### config.mk
export PLATFORM = sky130hd
export DESIGN_NAME = fpc_top
export DESIGN_NICKNAME = d
export VERILOG_FILES = /design/src/fpc_pkg.sv /design/src/fpc_top.sv
export SDC_FILE = /design/constraint.sdc
export NUM_CORES = 1
export LEC_CHECK = 0
export ABC_AREA = 1
export BUFFER_PORTS_ARGS = -buffer_cell sky130_fd_sc_hd__buf_2
export CORE_ASPECT_RATIO = 0.7
export CORE_MARGIN = 5
export CORE_UTILIZATION = 50
export DETAILED_ROUTE_END_ITERATION = 8
export PLACE_DENSITY = 0.78
export RECOVER_POWER = 25
export SYNTH_ARGS = -nofsm -noshare
export SYNTH_HDL_FRONTEND = slang
export SYNTH_HIERARCHICAL = 1
export SYNTH_SLANG_ARGS = --single-unit
### constraint.sdc
create_clock -name I_CLOCK -period 7.4 [get_ports I_CLOCK]
set_input_delay 1.11 -clock I_CLOCK [delete_from_list [all_inputs] [get_ports I_CLOCK]]
set_output_delay 1.11 -clock I_CLOCK [all_outputs]
set_load 0.1 [all_outputs]
### src/fpc_pkg.sv
package fpc_pkg;

    // lane and vector geometry
    localparam int LANES = 4;
    localparam int CG_W  = 10;
    localparam int VEC_W = LANES * CG_W;

    // special code-groups, first transmitted bit in bit 0
    localparam logic [9:0] COMMA_NEG = 10'h17c;
    localparam logic [9:0] COMMA_POS = 10'h283;
    localparam logic [9:0] ERROR_NEG = 10'h05e;
    localparam logic [9:0] ERROR_POS = 10'h3a1;

    // jitter test patterns
    localparam logic [9:0] PAT_HIGH = 10'h155;
    localparam logic [9:0] PAT_LOW  = 10'h01f;

    // disparity window of a valid code-group
    localparam int ONES_MIN = 4;
    localparam int ONES_MAX = 6;

    // lane synchronisation counts
    localparam logic [2:0] SYNC_COMMAS   = 3'h4;
    localparam logic [2:0] LOSS_INVALIDS = 3'h4;

    // alignment-spacing generator
    localparam logic [6:0] PRNG_SEED = 7'h7f;
    localparam int         POLY_X3   = 0;
    localparam int         POLY_X6   = 1;

    // round-trip latency budget, one bit time is 100 ps at 10 Gb/s
    localparam int LATENCY_BT      = 2048;
    localparam int BIT_TIME_PS     = 100;
    localparam int CLK_PERIOD_PS   = 4000;
    localparam int LATENCY_MAX_CYC = (LATENCY_BT * BIT_TIME_PS) / CLK_PERIOD_PS;

    // transmit source selection
    typedef enum logic [1:0] {
        TEST_OFF   = 2'b00,
        TEST_HIGH  = 2'b01,
        TEST_LOW   = 2'b10,
        TEST_MIXED = 2'b11
    } fpc_test_t;

    // lane sync states, gray along lost -> acquire -> synced
    typedef enum logic [1:0] {
        ST_LOST = 2'b00,
        ST_ACQ  = 2'b01,
        ST_SYNC = 2'b11
    } fpc_sync_t;

endpackage

### src/fpc_top.sv
// What this block does
// Transmit plus receive latency through the block stays within 2048 bit times.
// A seven-bit generator on x^7+x^3+1 or x^7+x^6+1 sets alignment-character spacing.
// Each lane recognises the comma in both running-disparity forms.
// An invalid received code-group is replaced by the error code-group before going up; here only groups with under 4 or over 6 ones count as invalid.
// Clock-rate differences may be absorbed by adding or dropping idle words.
// A link status with only the values OK and FAIL is kept.
// The negotiation link notice pulses on each change of link status and never otherwise.
// Loopback is provided for the attachment and host-side extender paths.
// Clock and data are taken from each lane while the line is within 3.125 GBd +-100 ppm.
// Jitter test patterns may be sent, chosen by a select input.
// Energy-saving idle, if offered, adds its own states and machines with their timing.
// In loopback all four transmit lanes feed the receiver and the line input is ignored.
// Four 10-bit code-groups, one per lane, cross each way every 312.5 MHz cycle.
// Entering or leaving loopback restarts lane sync and withholds valid until regained; words already in the receive buffer still go up valid.
`timescale 1ns/1ps

module fpc_buf #(
    parameter int WIDTH = 40,
    parameter int DEPTH = 2
) (
    input  wire logic             i_clock,
    input  wire logic             i_arst_n,
    input  wire logic [WIDTH-1:0] i_data,
    input  wire logic             i_valid,
    output logic                  o_ready,
    output logic      [WIDTH-1:0] o_data,
    output logic                  o_valid,
    input  wire logic             i_ready
);
    localparam int PW = (DEPTH > 1) ? $clog2(DEPTH) : 1;
    localparam int CW = $clog2(DEPTH + 1);

    logic [WIDTH-1:0] mem_reg [DEPTH];
    logic [PW-1:0]    wr_reg;
    logic [PW-1:0]    wr_next;
    logic [PW-1:0]    rd_reg;
    logic [PW-1:0]    rd_next;
    logic [CW-1:0]    cnt_reg;
    logic [CW-1:0]    cnt_next;
    logic             push;
    logic             pop;

    assign o_ready = (cnt_reg != CW'(DEPTH));
    assign o_valid = (cnt_reg != '0);
    assign o_data  = mem_reg[rd_reg];

    always_comb begin
        push     = i_valid && o_ready;
        pop      = o_valid && i_ready;
        wr_next  = wr_reg;
        rd_next  = rd_reg;
        cnt_next = cnt_reg;
        if (push) begin
            wr_next = (wr_reg == PW'(DEPTH - 1)) ? '0 : wr_reg + PW'(1);
        end
        if (pop) begin
            rd_next = (rd_reg == PW'(DEPTH - 1)) ? '0 : rd_reg + PW'(1);
        end
        if (push && !pop) begin
            cnt_next = cnt_reg + CW'(1);
        end else if (pop && !push) begin
            cnt_next = cnt_reg - CW'(1);
        end
    end

    always_ff @(posedge i_clock or negedge i_arst_n) begin
        if (!i_arst_n) begin
            wr_reg  <= '0;
            rd_reg  <= '0;
            cnt_reg <= '0;
            for (int i = 0; i < DEPTH; i++) begin
                mem_reg[i] <= '0;
            end
        end else begin
            wr_reg  <= wr_next;
            rd_reg  <= rd_next;
            cnt_reg <= cnt_next;
            if (push) begin
                mem_reg[wr_reg] <= i_data;
            end
        end
    end
endmodule

module fpc_lane (
    input  wire logic       i_clock,
    input  wire logic       i_arst_n,
    input  wire logic [9:0] i_cg,
    input  wire logic       i_restart,
    output logic      [9:0] o_cg,
    output logic            o_comma,
    output logic            o_sync
);
    import fpc_pkg::*;

    fpc_sync_t   st_reg;
    fpc_sync_t   st_next;
    logic [9:0]  prev_reg;
    logic [3:0]  off_reg;
    logic [3:0]  off_next;
    logic [2:0]  cnt_reg;
    logic [2:0]  cnt_next;
    logic [9:0]  cg_reg;
    logic [9:0]  cg_next;
    logic        comma_reg;
    logic        comma_next;
    logic [19:0] window;
    logic [9:0]  aligned;
    logic        hit;
    logic [3:0]  hit_off;
    logic        bad;
    logic        is_k;

    // both disparities
    function automatic logic comma_of(input logic [9:0] cg);
        return (cg == COMMA_NEG) || (cg == COMMA_POS);
    endfunction

    assign o_cg    = cg_reg;
    assign o_comma = comma_reg;
    assign o_sync  = (st_reg == ST_SYNC);

    always_comb begin
        window  = {i_cg, prev_reg};
        hit     = 1'b0;
        hit_off = 4'h0;
        // lowest offset wins so the earliest comma in the window locks
        for (int k = 9; k >= 0; k--) begin
            if (comma_of(window[k +: 10])) begin
                hit     = 1'b1;
                hit_off = 4'(k);
            end
        end
        aligned = window[off_reg +: 10];
        // disparity check only, not a full table decode
        bad     = ($countones(aligned) < ONES_MIN) || ($countones(aligned) > ONES_MAX);
        is_k    = comma_of(aligned);
        st_next  = st_reg;
        off_next = off_reg;
        cnt_next = cnt_reg;
        unique case (st_reg)
            ST_LOST: begin
                if (hit) begin
                    off_next = hit_off;
                    cnt_next = 3'h1;
                    st_next  = ST_ACQ;
                end
            end
            ST_ACQ: begin
                if (bad) begin
                    st_next = ST_LOST;
                end else if (is_k) begin
                    cnt_next = cnt_reg + 3'h1;
                    if (cnt_reg == SYNC_COMMAS - 3'h1) begin
                        cnt_next = 3'h0;
                        st_next  = ST_SYNC;
                    end
                end
            end
            ST_SYNC: begin
                if (!bad) begin
                    cnt_next = 3'h0;
                end else if (cnt_reg == LOSS_INVALIDS - 3'h1) begin
                    st_next = ST_LOST;
                end else begin
                    cnt_next = cnt_reg + 3'h1;
                end
            end
            default: begin
                st_next = ST_LOST;
            end
        endcase
        // resync on restart
        if (i_restart) begin
            st_next  = ST_LOST;
            cnt_next = 3'h0;
        end
        // error code-group swap
        cg_next    = bad ? ERROR_NEG : aligned;
        comma_next = is_k;
    end

    always_ff @(posedge i_clock or negedge i_arst_n) begin
        if (!i_arst_n) begin
            st_reg    <= ST_LOST;
            prev_reg  <= '0;
            off_reg   <= '0;
            cnt_reg   <= '0;
            cg_reg    <= ERROR_NEG;
            comma_reg <= 1'b0;
        end else begin
            st_reg    <= st_next;
            prev_reg  <= i_cg;
            off_reg   <= off_next;
            cnt_reg   <= cnt_next;
            cg_reg    <= cg_next;
            comma_reg <= comma_next;
        end
    end
endmodule

module fpc_top #(
    parameter int POLY_SEL = fpc_pkg::POLY_X6,
    parameter int BUF_DEPTH = 2
) (
    input  wire logic                     I_CLOCK,
    input  wire logic                     I_ARST_N,
    input  wire logic [fpc_pkg::VEC_W-1:0] I_TX_CG,
    input  wire logic                     I_TX_VALID,
    output logic                          O_TX_READY,
    output logic      [fpc_pkg::VEC_W-1:0] O_TX_LINE,
    input  wire logic [fpc_pkg::VEC_W-1:0] I_RX_LINE,
    output logic      [fpc_pkg::VEC_W-1:0] O_RX_CG,
    output logic                          O_RX_VALID,
    input  wire logic                     I_RX_READY,
    input  wire logic                     I_LOOPBACK,
    input  wire fpc_pkg::fpc_test_t       I_TEST_SEL,
    output logic                          O_LINK_OK,
    output logic                          O_LINK_NOTICE,
    output logic                          O_RX_OVERFLOW,
    output logic      [6:0]               O_SPACING
);
    import fpc_pkg::*;

    logic [VEC_W-1:0] tx_reg;
    logic [VEC_W-1:0] tx_next;
    logic             rd_reg;
    logic             rd_next;
    logic [6:0]       prng_reg;
    logic [6:0]       prng_next;
    logic             lb_reg;
    logic             link_reg;
    logic             link_next;
    logic             notice_reg;
    logic             notice_next;
    logic             ovf_reg;
    logic             ovf_next;
    logic [VEC_W-1:0] txb_data;
    logic             txb_valid;
    logic             txb_take;
    logic [VEC_W-1:0] rx_src;
    logic [VEC_W-1:0] lane_cg;
    logic [LANES-1:0] lane_comma;
    logic [LANES-1:0] lane_sync;
    logic             restart;
    logic             idle_word;
    logic             rxb_ready;
    logic             rxb_push;
    logic [9:0]       comma_cg;

    // loopback path selected here
    // all lanes together, line ignored
    assign rx_src  = I_LOOPBACK ? tx_reg : I_RX_LINE;
    assign restart = (I_LOOPBACK != lb_reg);
    // 40-bit vector each way
    assign O_TX_LINE = tx_reg;
    assign O_SPACING = prng_reg;
    assign O_LINK_OK = link_reg;
    assign O_LINK_NOTICE = notice_reg;
    assign O_RX_OVERFLOW = ovf_reg;
    // test patterns hold off user data, so the transmit buffer fills
    assign txb_take = (I_TEST_SEL == TEST_OFF);
    assign comma_cg = rd_reg ? COMMA_POS : COMMA_NEG;

    fpc_buf #(.WIDTH(VEC_W), .DEPTH(BUF_DEPTH)) u_txb (
        .i_clock (I_CLOCK),
        .i_arst_n(I_ARST_N),
        .i_data  (I_TX_CG),
        .i_valid (I_TX_VALID),
        .o_ready (O_TX_READY),
        .o_data  (txb_data),
        .o_valid (txb_valid),
        .i_ready (txb_take)
    );

    // each lane word is taken as recovered at the code-group rate
    for (genvar g = 0; g < LANES; g++) begin : g_lane
        fpc_lane u_lane (
            .i_clock  (I_CLOCK),
            .i_arst_n (I_ARST_N),
            .i_cg     (rx_src[g*CG_W +: CG_W]),
            .i_restart(restart),
            .o_cg     (lane_cg[g*CG_W +: CG_W]),
            .o_comma  (lane_comma[g]),
            .o_sync   (lane_sync[g])
        );
    end

    // no energy-saving idle states offered
    assign idle_word = &lane_comma;
    // nothing is pushed while link_reg is low; words already buffered stay valid
    // a full buffer drops idle words without overflow; a data word is lost and flags overflow
    assign rxb_push = link_reg && !(idle_word && !rxb_ready);

    fpc_buf #(.WIDTH(VEC_W), .DEPTH(BUF_DEPTH)) u_rxb (
        .i_clock (I_CLOCK),
        .i_arst_n(I_ARST_N),
        .i_data  (lane_cg),
        .i_valid (rxb_push),
        .o_ready (rxb_ready),
        .o_data  (O_RX_CG),
        .o_valid (O_RX_VALID),
        .i_ready (I_RX_READY)
    );

    always_comb begin
        rd_next = rd_reg;
        unique case (I_TEST_SEL)
            // selectable jitter patterns
            TEST_HIGH: tx_next = {LANES{PAT_HIGH}};
            TEST_LOW:  tx_next = {LANES{PAT_LOW}};
            TEST_MIXED: begin
                tx_next = {LANES{comma_cg}};
                rd_next = !rd_reg;
            end
            default: begin
                if (txb_valid) begin
                    tx_next = txb_data;
                end else begin
                    // idle inserted when no word is waiting
                    tx_next = {LANES{comma_cg}};
                    rd_next = !rd_reg;
                end
            end
        endcase
        // seven-bit generator, polynomial by parameter
        if (POLY_SEL == POLY_X3) begin
            prng_next = {prng_reg[5:0], prng_reg[6] ^ prng_reg[2]};
        end else begin
            prng_next = {prng_reg[5:0], prng_reg[6] ^ prng_reg[5]};
        end
        // OK only with all lanes synced
        link_next   = &lane_sync;
        // pulse on change only
        notice_next = (link_next != link_reg);
        ovf_next    = link_reg && !idle_word && !rxb_ready;
    end

    // two transmit stages and three receive stages (prev_reg, cg_reg, buffer) keep latency far under the budget
    always_ff @(posedge I_CLOCK or negedge I_ARST_N) begin
        if (!I_ARST_N) begin
            tx_reg     <= '0;
            rd_reg     <= 1'b0;
            prng_reg   <= PRNG_SEED;
            lb_reg     <= 1'b0;
            link_reg   <= 1'b0;
            notice_reg <= 1'b0;
            ovf_reg    <= 1'b0;
        end else begin
            tx_reg     <= tx_next;
            rd_reg     <= rd_next;
            prng_reg   <= prng_next;
            lb_reg     <= I_LOOPBACK;
            link_reg   <= link_next;
            notice_reg <= notice_next;
            ovf_reg    <= ovf_next;
        end
    end
endmodule

## Word-level counts from Yosys, hierarchy flattened

Cells that the tools add are included.

- Shift operators: 4
- Reduce and logical (&&, ||, !) cells: 99
- Mux-type cells: 174
- Bitwise operators: 6
- Equal/unequal tests: 140
- Order comparisons: 14
- Add/sub/neg operators: 48

Operators by type and width:

| kind | number |
|---|---|
| $add 32x32->32 | 16 |
| $eq 10x10->1 const B | 44 |
| $eq 10x9->1 const B | 44 |
| $mux 40 | 10 |
| $bwmux 80 | 2 |
| $mux 4 | 40 |
| $gt 32x4->1 const B | 4 |
| $lt 32x4->1 const B | 4 |
| $pmux 40 s3 | 1 |
| $mux 3 | 28 |
| $demux 40 s1 | 2 |
| $shiftx 20x5->10 | 4 |
| $mux 2 | 32 |
| $mux 10 | 5 |
| $logic_or 1x1->1 | 48 |
| $mux 1 | 45 |
| $add 1x1->2 | 20 |
| $reduce_and 5->1 | 8 |
| $pmux 3 s3 | 4 |
| $ne 3x2->1 const B | 9 |
| $ne 3x3->1 const B | 9 |
| $ne 4x2->1 const B | 6 |
| $pmux 2 s3 | 4 |
| $reduce_bool 4->1 | 4 |
| 26 further kinds | 92 |

- Output and inout port bits: 92
- Input port bits: 87
- Word-level logic and storage cells: 526
- Register bits after elaboration: 340

## Logic depth before layout (Yosys ltp)

Gate-level depths: netlist of the first run.

- Word-level depth: 16
- Gate-level depth with buffers: 29
- Gate-level depth less buffers: 26

## Hierarchy

Netlist of the first run, hierarchy kept.

By module, submodules not included:

| module | sequential area each (µm²) | cells an instance | area each (µm²) | times used |
|---|---|---|---|---|
| fpc_buf | 2102.0 | 514 | 4056.4 | 2 |
| fpc_lane at g_lane[0].u_lane ... | 757.0 | 448 | 2827.7 | 2 |
| fpc_lane at g_lane[2].u_lane | 757.0 | 434 | 2889.0 | 1 |
| fpc_lane at g_lane[3].u_lane | 757.0 | 432 | 2837.7 | 1 |
| fpc_top | 1310.0 | 270 | 2643.8 | 1 |

## Least setup slack after synthesis of the first run

OpenSTA, ideal clock, no wires.

- Path type: input to register
- From: input I_LOOPBACK
- To: register g_lane[0].u_lane.cnt_reg[2]
- Arrival: 5.753 ns
- Setup time: 0.116 ns
- Data required time: 7.284 ns
- Setup slack: 1.531 ns
- Cell stages on the path: 25
- Path buffers: 3
- Cell sequence: buf_2 > buf_4 > mux2_2 > buf_2 > nand2_1 > nand3_1 > nand3_1 > nand2_1 > inv_1 > o21ai_0 > fa_1 > fa_1 > inv_1 > fa_1 > inv_1 > ha_1 > fa_1 > a211o_1 > a21oi_1 > nand2_1 > inv_1 > nor2_1 > a22o_1 > nand3_1 > nand2_1

- Longest elaborated chain between the ends: 15
- Elaborated cells on any way between the ends: 64
- Those cells by class: add/sub (9); order compare (2); eq/ne (25); shift (1); mux (14); reduce/logical (13)

RTL lines:

| what | RTL line | text |
|---|---|---|
| start, declared | fpc_top.sv:217 | `input wire logic I_LOOPBACK,` |
| $mux 40 (*) | fpc_top.sv:254 | `assign rx_src = I_LOOPBACK ? tx_reg : I_RX_LINE;` |
| via rx_src[1] | fpc_top.sv:242 | `logic [VEC_W-1:0] rx_src;` |
| parallel branches: the longest is 14 deep, another holds $add 32x32->32 | n/a |  |
| end signal, assigned | fpc_top.sv:196 | `cnt_reg <= cnt_next;` |
| end, declared | fpc_top.sv:102 | `logic [2:0] cnt_reg;` |

Mark *: on every way through the listed nets, which the timed path passes.
A chain may end at the register's enable or synchronous reset.

## Worst setup path after layout of the first run

- From: input I_LOOPBACK
- To: register g_lane[2].u_lane.cnt_reg[2]

- Longest elaborated chain between the ends: 15
- Elaborated cells on any way between the ends: 64
- Those cells by class: add/sub (9); order compare (2); eq/ne (25); shift (1); mux (14); reduce/logical (13)

RTL lines:

| what | RTL line |
|---|---|
| $mux 40 (*) | fpc_top.sv:254 |
| via rx_src[20] | fpc_top.sv:242 |
| parallel branches: the longest is 14 deep, another holds $add 32x32->32 | n/a |
| end signal, assigned | fpc_top.sv:196 |
| end, declared | fpc_top.sv:102 |

Marks and branches as above.

==> metrics list, run 1 <==
- Clock power frac: approximately 16%
* Number of gates given a new drive strength after cts: 0
- For this run, the top clock speed supported by timing is ~160 MHz.
- Of all cell types, the one taking the most synthesized area is dfrtp_1.
- In this run switching power makes up 53.1% of total power.
- Relative max-transition margin: -157%
- H-tree lvl count: 2
- Number of library cell types mapped by synthesis: 48
- TNS Setup: 0 ps
* Nets: around 3,300
- NetSw: ~6.3 mW
- The total overflow left after global routing is 0.
* Netlist area before placement: between 20,000 and 25,000 um2
* Core Box Area: around 44,000 um2
- CTS tree: yes
- Violated checks: capacitance limit, slew limit
* Average wire per standard cell: 16.4 um
- The number of clock buffers added by TritonCTS is 37.
- Setup repair after global routing missed its margin: false
- In the synthesized netlist, the cells that appear most often are nand2_1, nand3_1, dfrtp_1.
* Worst-case setup slack after placement: approximately 770 ps
* Yosys top cell area share: 35.4%
* Yosys reg bits: 340
- Initial detailed-routing violation count: ~2,600
* Critical setup path kind: primary input to flip-flop
* Sequential area share after synthesis: 38.6%
- Number of antenna violations at the first check in global routing: 1
- Via count normalized by instance count: between 5 and 6
- Cell internal power was estimated by the tool at around 5.6 mW.
- The worst setup path is launched from a primary input.
* Die area: 48,700 um2
* Starting utilization of the core area: 50.6%
* Register clock-pin slew on the reported worst setup and hold paths: about 60 ps
* Top Metal Used: met4
- Post-CTS Setup Bufs: 0
- Detailed placer's ending HPWL: ~43,000 um
- Hold repair after CTS inserted 0 buffers.
* Crit path DAT: 6680 ps
- Share of post-route cells with drive strength above 1: about an eighth
- Number of global-route vias before repair: between 15,000 and 20,000
- For this block, the routed nets add up to ~60,000 um of wire.
- Reg2Reg Setup Slack: ~1600 ps
- Cell count of the worst hold path: 0
* Sinks on Clock Net: 340
- Met2 Routed Length: 26,200 um
- During I/O placement, the number of pins put on the boundary was 179.
- Global-route wire length before repair: a little over 100,000 um
- The total count of hold-check failures in the final report was 0.
* Die boundary height: ~190 um
* Total power per unit cell area: 500 nW/um2
* Input/output buffers: roughly 180
- The congestion estimate from routability-driven global placement came to roughly 0.98.
- Global routing used approximately 25% of the available tracks.
- Share of async-settable or async-resettable flops after synthesis: 100%
- The worst setup path is captured at a flip-flop.
- Most numerous cell in the Yosys netlist: nand2_1
- For this run, the leading register cell type out of synthesis is dfrtp_1.
- Final period utilization: 84.4%
- The pre-antenna-repair detailed-routing pass consisted of 6 iterations.
- Post-Route M1 WL: between 20,000 and 30,000 um
- Count of flip-flops with a built-in enable after synthesis: 0
- For the pin with the worst max-slew slack, the measured transition is slightly below 4000 ps.
- Cell count after synthesis: just over 3,000
- Bufs on Longest Clock Path: 3
- Final Slew Violations: 313
- Combinational share of power: between 50 and 60%
- Layout overhead on the synthesized area: 8.00%
- Worst endpoint required time: 7830 ps
- In the routed design, unresolved DRC markers number 0.
- Standard-cell rows: 64
- Across the VDD grid, the largest voltage drop is roughly 0.00050 V.
* Maximum fanout count along the critical path: 24
* Outcome: finished, violations left
- Setup violations remaining at the end of the flow were counted as 0.
- Min-delay worst type: flip-flop to flip-flop
- Subtracting the final worst setup slack from the clock period gives ~6200 ps.
* Clock root buffer master: clkbuf_16
* Average cell area after synthesis: slightly above 7 um2
- Counting every net in the synthesized netlist gives about 3,200.
- Pin count of the biggest net entering global routing: around 150
- Antenna Violating Nets Remaining: 0
* Worst Slack Setup Final: around 1200 ps
* Routed vias: 20,800
- Static leakage power: about 13 nW
* Max capacitance violation total: 4
- Proportion of power drawn by flip-flops and latches: ~25%
- Measured in cells, the most critical reg-to-reg path has a length of 21.
- Cell types with the largest area share after synthesis: dfrtp_1, nand2_1, nand3_1, nand4_1, inv_1
- From left edge to right edge, the die measures between 200 and 300 um.
- For this run, the number of Yosys warnings is 6.
- Worst clock skew: 14.1 ps
- At the later pin of the worst-skew pair, clock insertion delay measures about 540 ps.
- In the detailed route, the total length drawn on met3 is 5560 um.
## cell families (layout without fill, tap and decap cells)
family,Yosys count,after routing,share of synthesized area (%)
and+or+nand+nor,2075,2075,42.1
buffers and inverters,420,503,9.60
DFF,340,340,38.6
AOI/OAI and AO/OA,123,123,3.45
adders and majority gates,58,58,4.09
muxes,40,40,2.03
xor gates and xnor gates,4,4,0.158
other,0,1,0
## stage by stage
step                cell area [um2]  utilization, %  power (mW)  hold slack [ps]  std cells
detailed placement            22700            52.0        10.0              356       3673
finish                        23900            54.7        12.0              369       3738
floorplan                     22100               -        8.54              354       3060
global placement              22700            52.0        9.86              353       3673
CTS                           23900            54.8        11.9              367       3737
global route                  23900            54.7        13.0              368       3738
## cells in the final DEF (no fill, tap or decap), types with 8 or more instances in the layout
cell | synthesis | final
nand2_2 | 48 | 49
nand2_1 | 1139 | 1139
dfrtp_1 | 313 | 313
nand4_1 | 196 | 196
clkbuf_16 | 0 | 37
inv_2 | 28 | 26
ha_1 | 34 | 34
a21oi_1 | 18 | 18
or2_0 | 8 | 8
fa_1 | 24 | 24
clkbuf_1 | 14 | 8
nor2_1 | 192 | 192
dfstp_2 | 27 | 23
nor2_2 | 12 | 12
nor3_1 | 60 | 60
o21ai_0 | 52 | 57
mux2_1 | 5 | 39
nand2_4 | 15 | 14
buf_4 | 20 | 11
nand3_2 | 23 | 23
nand3_1 | 357 | 357
buf_2 | 101 | 177
inv_1 | 213 | 215
## area by class of cell
type                       count  area (um2)
fill                        4233       19800
multi-input combinational   2300       11500
sequential                   340        8540
timing repair buffer         194        1020
clock buffer                  46        1000
inverter                     245         920
tap                          594         743
clock inverter                18         208
antenna                        1        2.50
## worst max-delay path, cell delays in order
cell and delay (ps):
buf_2 570, buf_12 250, mux2_1 360, nand2_1 130, nand3_1 140, nand3_1 90
nand2_1 120, inv_1 40, o21ai_0 390, fa_1 530, fa_1 550, inv_1 60
fa_1 520, inv_1 40, ha_1 220, fa_1 380, a211o_1 240, a21oi_1 140
nand2_1 170, clkinv_1 230, nor2_1 80, a22o_1 180, nand3_1 70, nand2_1 50
## power by group through the flow
stage	sequential [mW]	clock [mW]	combinational, mW
after floorplan	3.18	0	5.36
after global placement	2.94	0	6.92
after detailed placement	2.94	0	7.06
after CTS	2.92	1.89	7.10
after global routing	3.00	1.97	8.07
final	2.94	1.87	7.14
## layer usage
layer	GRT usage [%]	up-vias
met1	38.2	9668
met5	0	-
li1	-	10100
met4	6.49	0
met3	4.64	108
met2	37.0	953
## worst paths after layout
path	startpoint	endpoint
max	I_LOOPBACK	g_lane[2].u_lane/cnt_reg[2]$_DFFE_PN0P_
min	O_SPACING[0]$_DFF_PN1_	O_SPACING[1]$_DFF_PN1_
max reg2reg	g_lane[0].u_lane/off_reg[1]$_DFFE_PN0P_	g_lane[0].u_lane/cnt_reg[2]$_DFFE_PN0P_
min reg2reg	O_SPACING[0]$_DFF_PN1_	O_SPACING[1]$_DFF_PN1_
max in group asynchronous	I_ARST_N	g_lane[2].u_lane/prev_reg[7]$_DFF_PN0_
min in group asynchronous	I_ARST_N	g_lane[0].u_lane/prev_reg[0]$_DFF_PN0_
Power figures use the tool's default switching activity.
==> run 2, diff against run 1 <==
==> constraint.sdc (replaced) <==
create_clock -name I_CLOCK -period 6.4 [get_ports I_CLOCK]
set_input_delay 0.96 -clock I_CLOCK [delete_from_list [all_inputs] [get_ports I_CLOCK]]
set_output_delay 0.96 -clock I_CLOCK [all_outputs]
set_load 0.1 [all_outputs]
==> metrics list, run 2 (synthesized netlist as in run 1, its figures left out) <==
* Total power per unit cell area: 572 nW/um2 (+14%)
- Register clock-pin slew on the reported worst setup and hold paths: 70 ps (about the same)
- The number of maximum-capacitance violations is 3 (-1).
- The final wirelength came to 61,000 um (-0.44%).
* Final Slew Violations: 189 (-40%)
- The placer's final routability congestion estimate is 0.944 (-3.8%).
* Number of design rule violations left after detail routing: 0 (unchanged)
- Core Box Area: 43,700 um2 (unchanged)
- The critical path is of the flip-flop to flip-flop type.
- Min-delay worst type: flip-flop to flip-flop
- The routed length per placed instance came to 16.3 um (-0.44%).
- Overall global routing resource usage: 25.0% (-0.083 points)
- The checks that failed: capacitance limit, slew limit.
* Reg2Reg Setup Slack: 550 ps (-1000 ps)
- Combinational share of power: 59.6% (-0.2 points)
* Worst clock skew: 19.8 ps (+5.65 ps)
* Initial detailed-routing violation count: 2,518 (-4.6%)
- Sinks on Clock Net: 340 (unchanged)
- Starting utilization of the core area: 50.6% (unchanged)
- Clock power frac: 15.6% (about the same)
* Worst setup SP type: flip-flop
* Final number of hold-violating endpoints: 0 (unchanged)
- The antenna diode count is 0 (-1).
- The site row count was 64 (unchanged).
* Maximum fanout count along the critical path: 20 (-17%)
- Nets: 3,264 (+0.031%)
- The sum of buffers and inverters on the critical path came to 5 (-1).
- The number of antenna violations at the first check in global routing is 0 (-1).
- The post-route worst setup slack is 548 ps (-606 ps).
- Final period utilization: 91.4%
* Crit. End Element: flip-flop
* Input/output buffers: 178 (unchanged)
- Crit-path leading delay family: adder cells
- Achievable clock frequency: approximately 170 MHz
* Number of buffers inserted during clock tree synthesis: 36 (-2.7%)
* Cell count of the worst hold path: 0 (unchanged)
- Via count normalized by instance count: 5.56 (-0.12%)
* Number of global-route vias before repair: 19,400 (+0.39%)
- The area of the die is 48,700 um2 (unchanged).
- The sequential power share was 24.8% (+0.2 points).
- The startpoint identified for the worst hold timing path is O_SPACING[0]$_DFF_PN1_.
- Detailed placer's ending HPWL: 42,800 um (-1.1%)
- CTS tree: yes
* Global-route wire length before repair: 101,000 um (-0.11%)
- Layout overhead on the synthesized area: 8.02% (about the same)
- Net switching share of the total power: 52.9% (-0.22 points)
- The maximum single-stage delay on the critical path was 810 ps (+240 ps).
* Antenna Violating Nets Remaining: 0 (unchanged)
- The startpoint identified for the worst register-to-register timing path is g_lane[1].u_lane/off_reg[1]$_DFFE_PN0P_.
- Worst endpoint required time: 6820 ps (-1010 ps)
* Total grt overflow: 0 (unchanged)
- Setup repair after global routing left no endpoint under its margin.
- Commonest non-fill, non-tap cells in the layout: nand2_1, nand3_1, dfrtp_1
- Walking the worst path, the cells encountered are inv_1, nand3_1, nand3_1, nand2_1, inv_1, o21ai_0, fa_1, fa_1, inv_1, fa_1, inv_1, ha_1, fa_1, a211o_1, a21oi_1, nand2_1, inv_1, nor2_1, a22o_1, nand3_1, nand2_1.
- The relative slew slack was -173% (-16 points).
* Worst Hold End: O_SPACING[1]$_DFF_PN1_
- The pin slew with the least headroom to its limit was 4090 ps (+244 ps).
- Pin count of the biggest net entering global routing: 155 (+1.3%)
* Share of post-route cells with drive strength above 1: 13.5% (+0.19 points)
- The number of failing setup endpoints in the final timing report was 0 (unchanged).
* Clock insertion delay at the later pin of the skew report: 540 ps (about the same)
- The die outline height was 186 um (unchanged).
* Routed vias: 20,800 (-0.12%)
* Capture instance of the worst register-to-register path: g_lane[1].u_lane/cnt_reg[2]$_DFFE_PN0P_
- IO Pins: 179 (unchanged)
* Final-layout fill cell count: 4,172 (-1.4%)
- Commonest non-fill, non-tap cell in the layout: nand2_1
- Final critical path time including I/O delays and setup: 5850 ps
- The arrival time at the worst endpoint was 6270 ps (-410 ps).
- The switching power summed over all nets was 7.23 mW (+14%).
- The pre-CTS setup slack came to 206 ps (-566 ps).
- The tree is rooted in a clkbuf_16.
- H-tree lvl count: 2 (unchanged)
- TNS Setup: 0 ps (unchanged)
- Outcome: finished, violations left
- The number of cell instances on the worst register-to-register path was 21 (unchanged).
- The leakage component of the power was 12.8 nW (about the same).
- The maximum VDD drop was 0.000603 V (+22%).
* Most used cell along the critical path: inv_1
- Bufs on Longest Clock Path: 3 (unchanged)
- The detailed-routing iteration count for the pre-antenna-repair pass was 8 (+2).
* Cell-internal power: 6.45 mW (+15%)
- The horizontal die dimension was 262 um (unchanged).
* Worst path slowest cell: dfrtp_1
- The number of setup buffers added after CTS came to 0 (unchanged).
-- run 2: what timing repair did --
action / CTS / global route
hold buffers: 0 / 0
resized for setup: 0 / 1
endpoints found under the setup margin: 0 / 3
hold endpoints to repair: 0 / 0
-- run 2: cell type report --
class	count	area, um2	area share, %
clock inverter	18	194	0.811
inverter	245	920	3.85
sequential	340	8540	35.7
multi-input combinational	2300	11500	48.0
timing repair buffer	196	1040	4.34
tap	594	743	3.11
clock buffer	45	995	4.16
-- run 2: metal layers --
metal  up-vias  share of wire (%)  track usage (%)
met1      9681                 46             37.7
li1      10100                  -                -
met4         0                1.8             5.63
met3        96                8.9             4.31
met5         -                  0                0
met2       936                 44             37.9
-- run 2: worst max path at each step --
| stage | from | to | depth (start not counted) |
|---|---|---|---|
| global placement | I_LOOPBACK | g_lane[0].u_lane/cnt_reg[2]$_DFFE_PN0P_ | 24 |
| detailed placement | I_LOOPBACK | g_lane[0].u_lane/cnt_reg[2]$_DFFE_PN0P_ | 24 |
| finish | g_lane[1].u_lane/off_reg[1]$_DFFE_PN0P_ | g_lane[1].u_lane/cnt_reg[2]$_DFFE_PN0P_ | 21 |
| CTS | g_lane[1].u_lane/off_reg[1]$_DFFE_PN0P_ | g_lane[1].u_lane/cnt_reg[2]$_DFFE_PN0P_ | 21 |
| floorplan | I_LOOPBACK | g_lane[0].u_lane/cnt_reg[2]$_DFFE_PN0P_ | 25 |
| global route | g_lane[1].u_lane/off_reg[1]$_DFFE_PN0P_ | g_lane[1].u_lane/cnt_reg[2]$_DFFE_PN0P_ | 21 |
-- run 2: metrics by stage --
step | utilization [%] | cell area, um2 | power (mW) | instances | hold WS, ps
2_1_floorplan | - | 22100 | 9.88 | 3060 | 354
3_3_place_gp | 52.0 | 22700 | 11.3 | 3675 | 353
3_5_place_dp | 52.0 | 22700 | 11.5 | 3675 | 355
4_1_cts | 54.7 | 23900 | 13.7 | 3738 | 364
5_1_grt | 54.7 | 23900 | 15.1 | 3738 | 368
6_report | 54.7 | 23900 | 13.7 | 3738 | 364
-- run 2: worst reg2reg max path: stages, from the launching register on --
cell and delay [ps]:
dfrtp_1 810, inv_1 520, nand3_1 250, nand3_1 120, nand2_1 120, inv_1 40, o21ai_0 390, fa_1 500
fa_1 540, inv_1 50, fa_1 530, inv_1 40, ha_1 220, fa_1 390, a211o_1 240, a21oi_1 120
nand2_1 200, inv_1 240, nor2_1 110, a22o_1 200, nand3_1 80, nand2_1 50
-- run 2: power by group through the flow --
stage	sequential (mW)	clock (mW)	combinational [mW]
floorplan	3.68	0	6.20
global placement	3.40	0	7.90
detailed placement	3.40	0	8.11
CTS	3.37	2.16	8.15
global route	3.46	2.25	9.35
finish	3.39	2.13	8.16
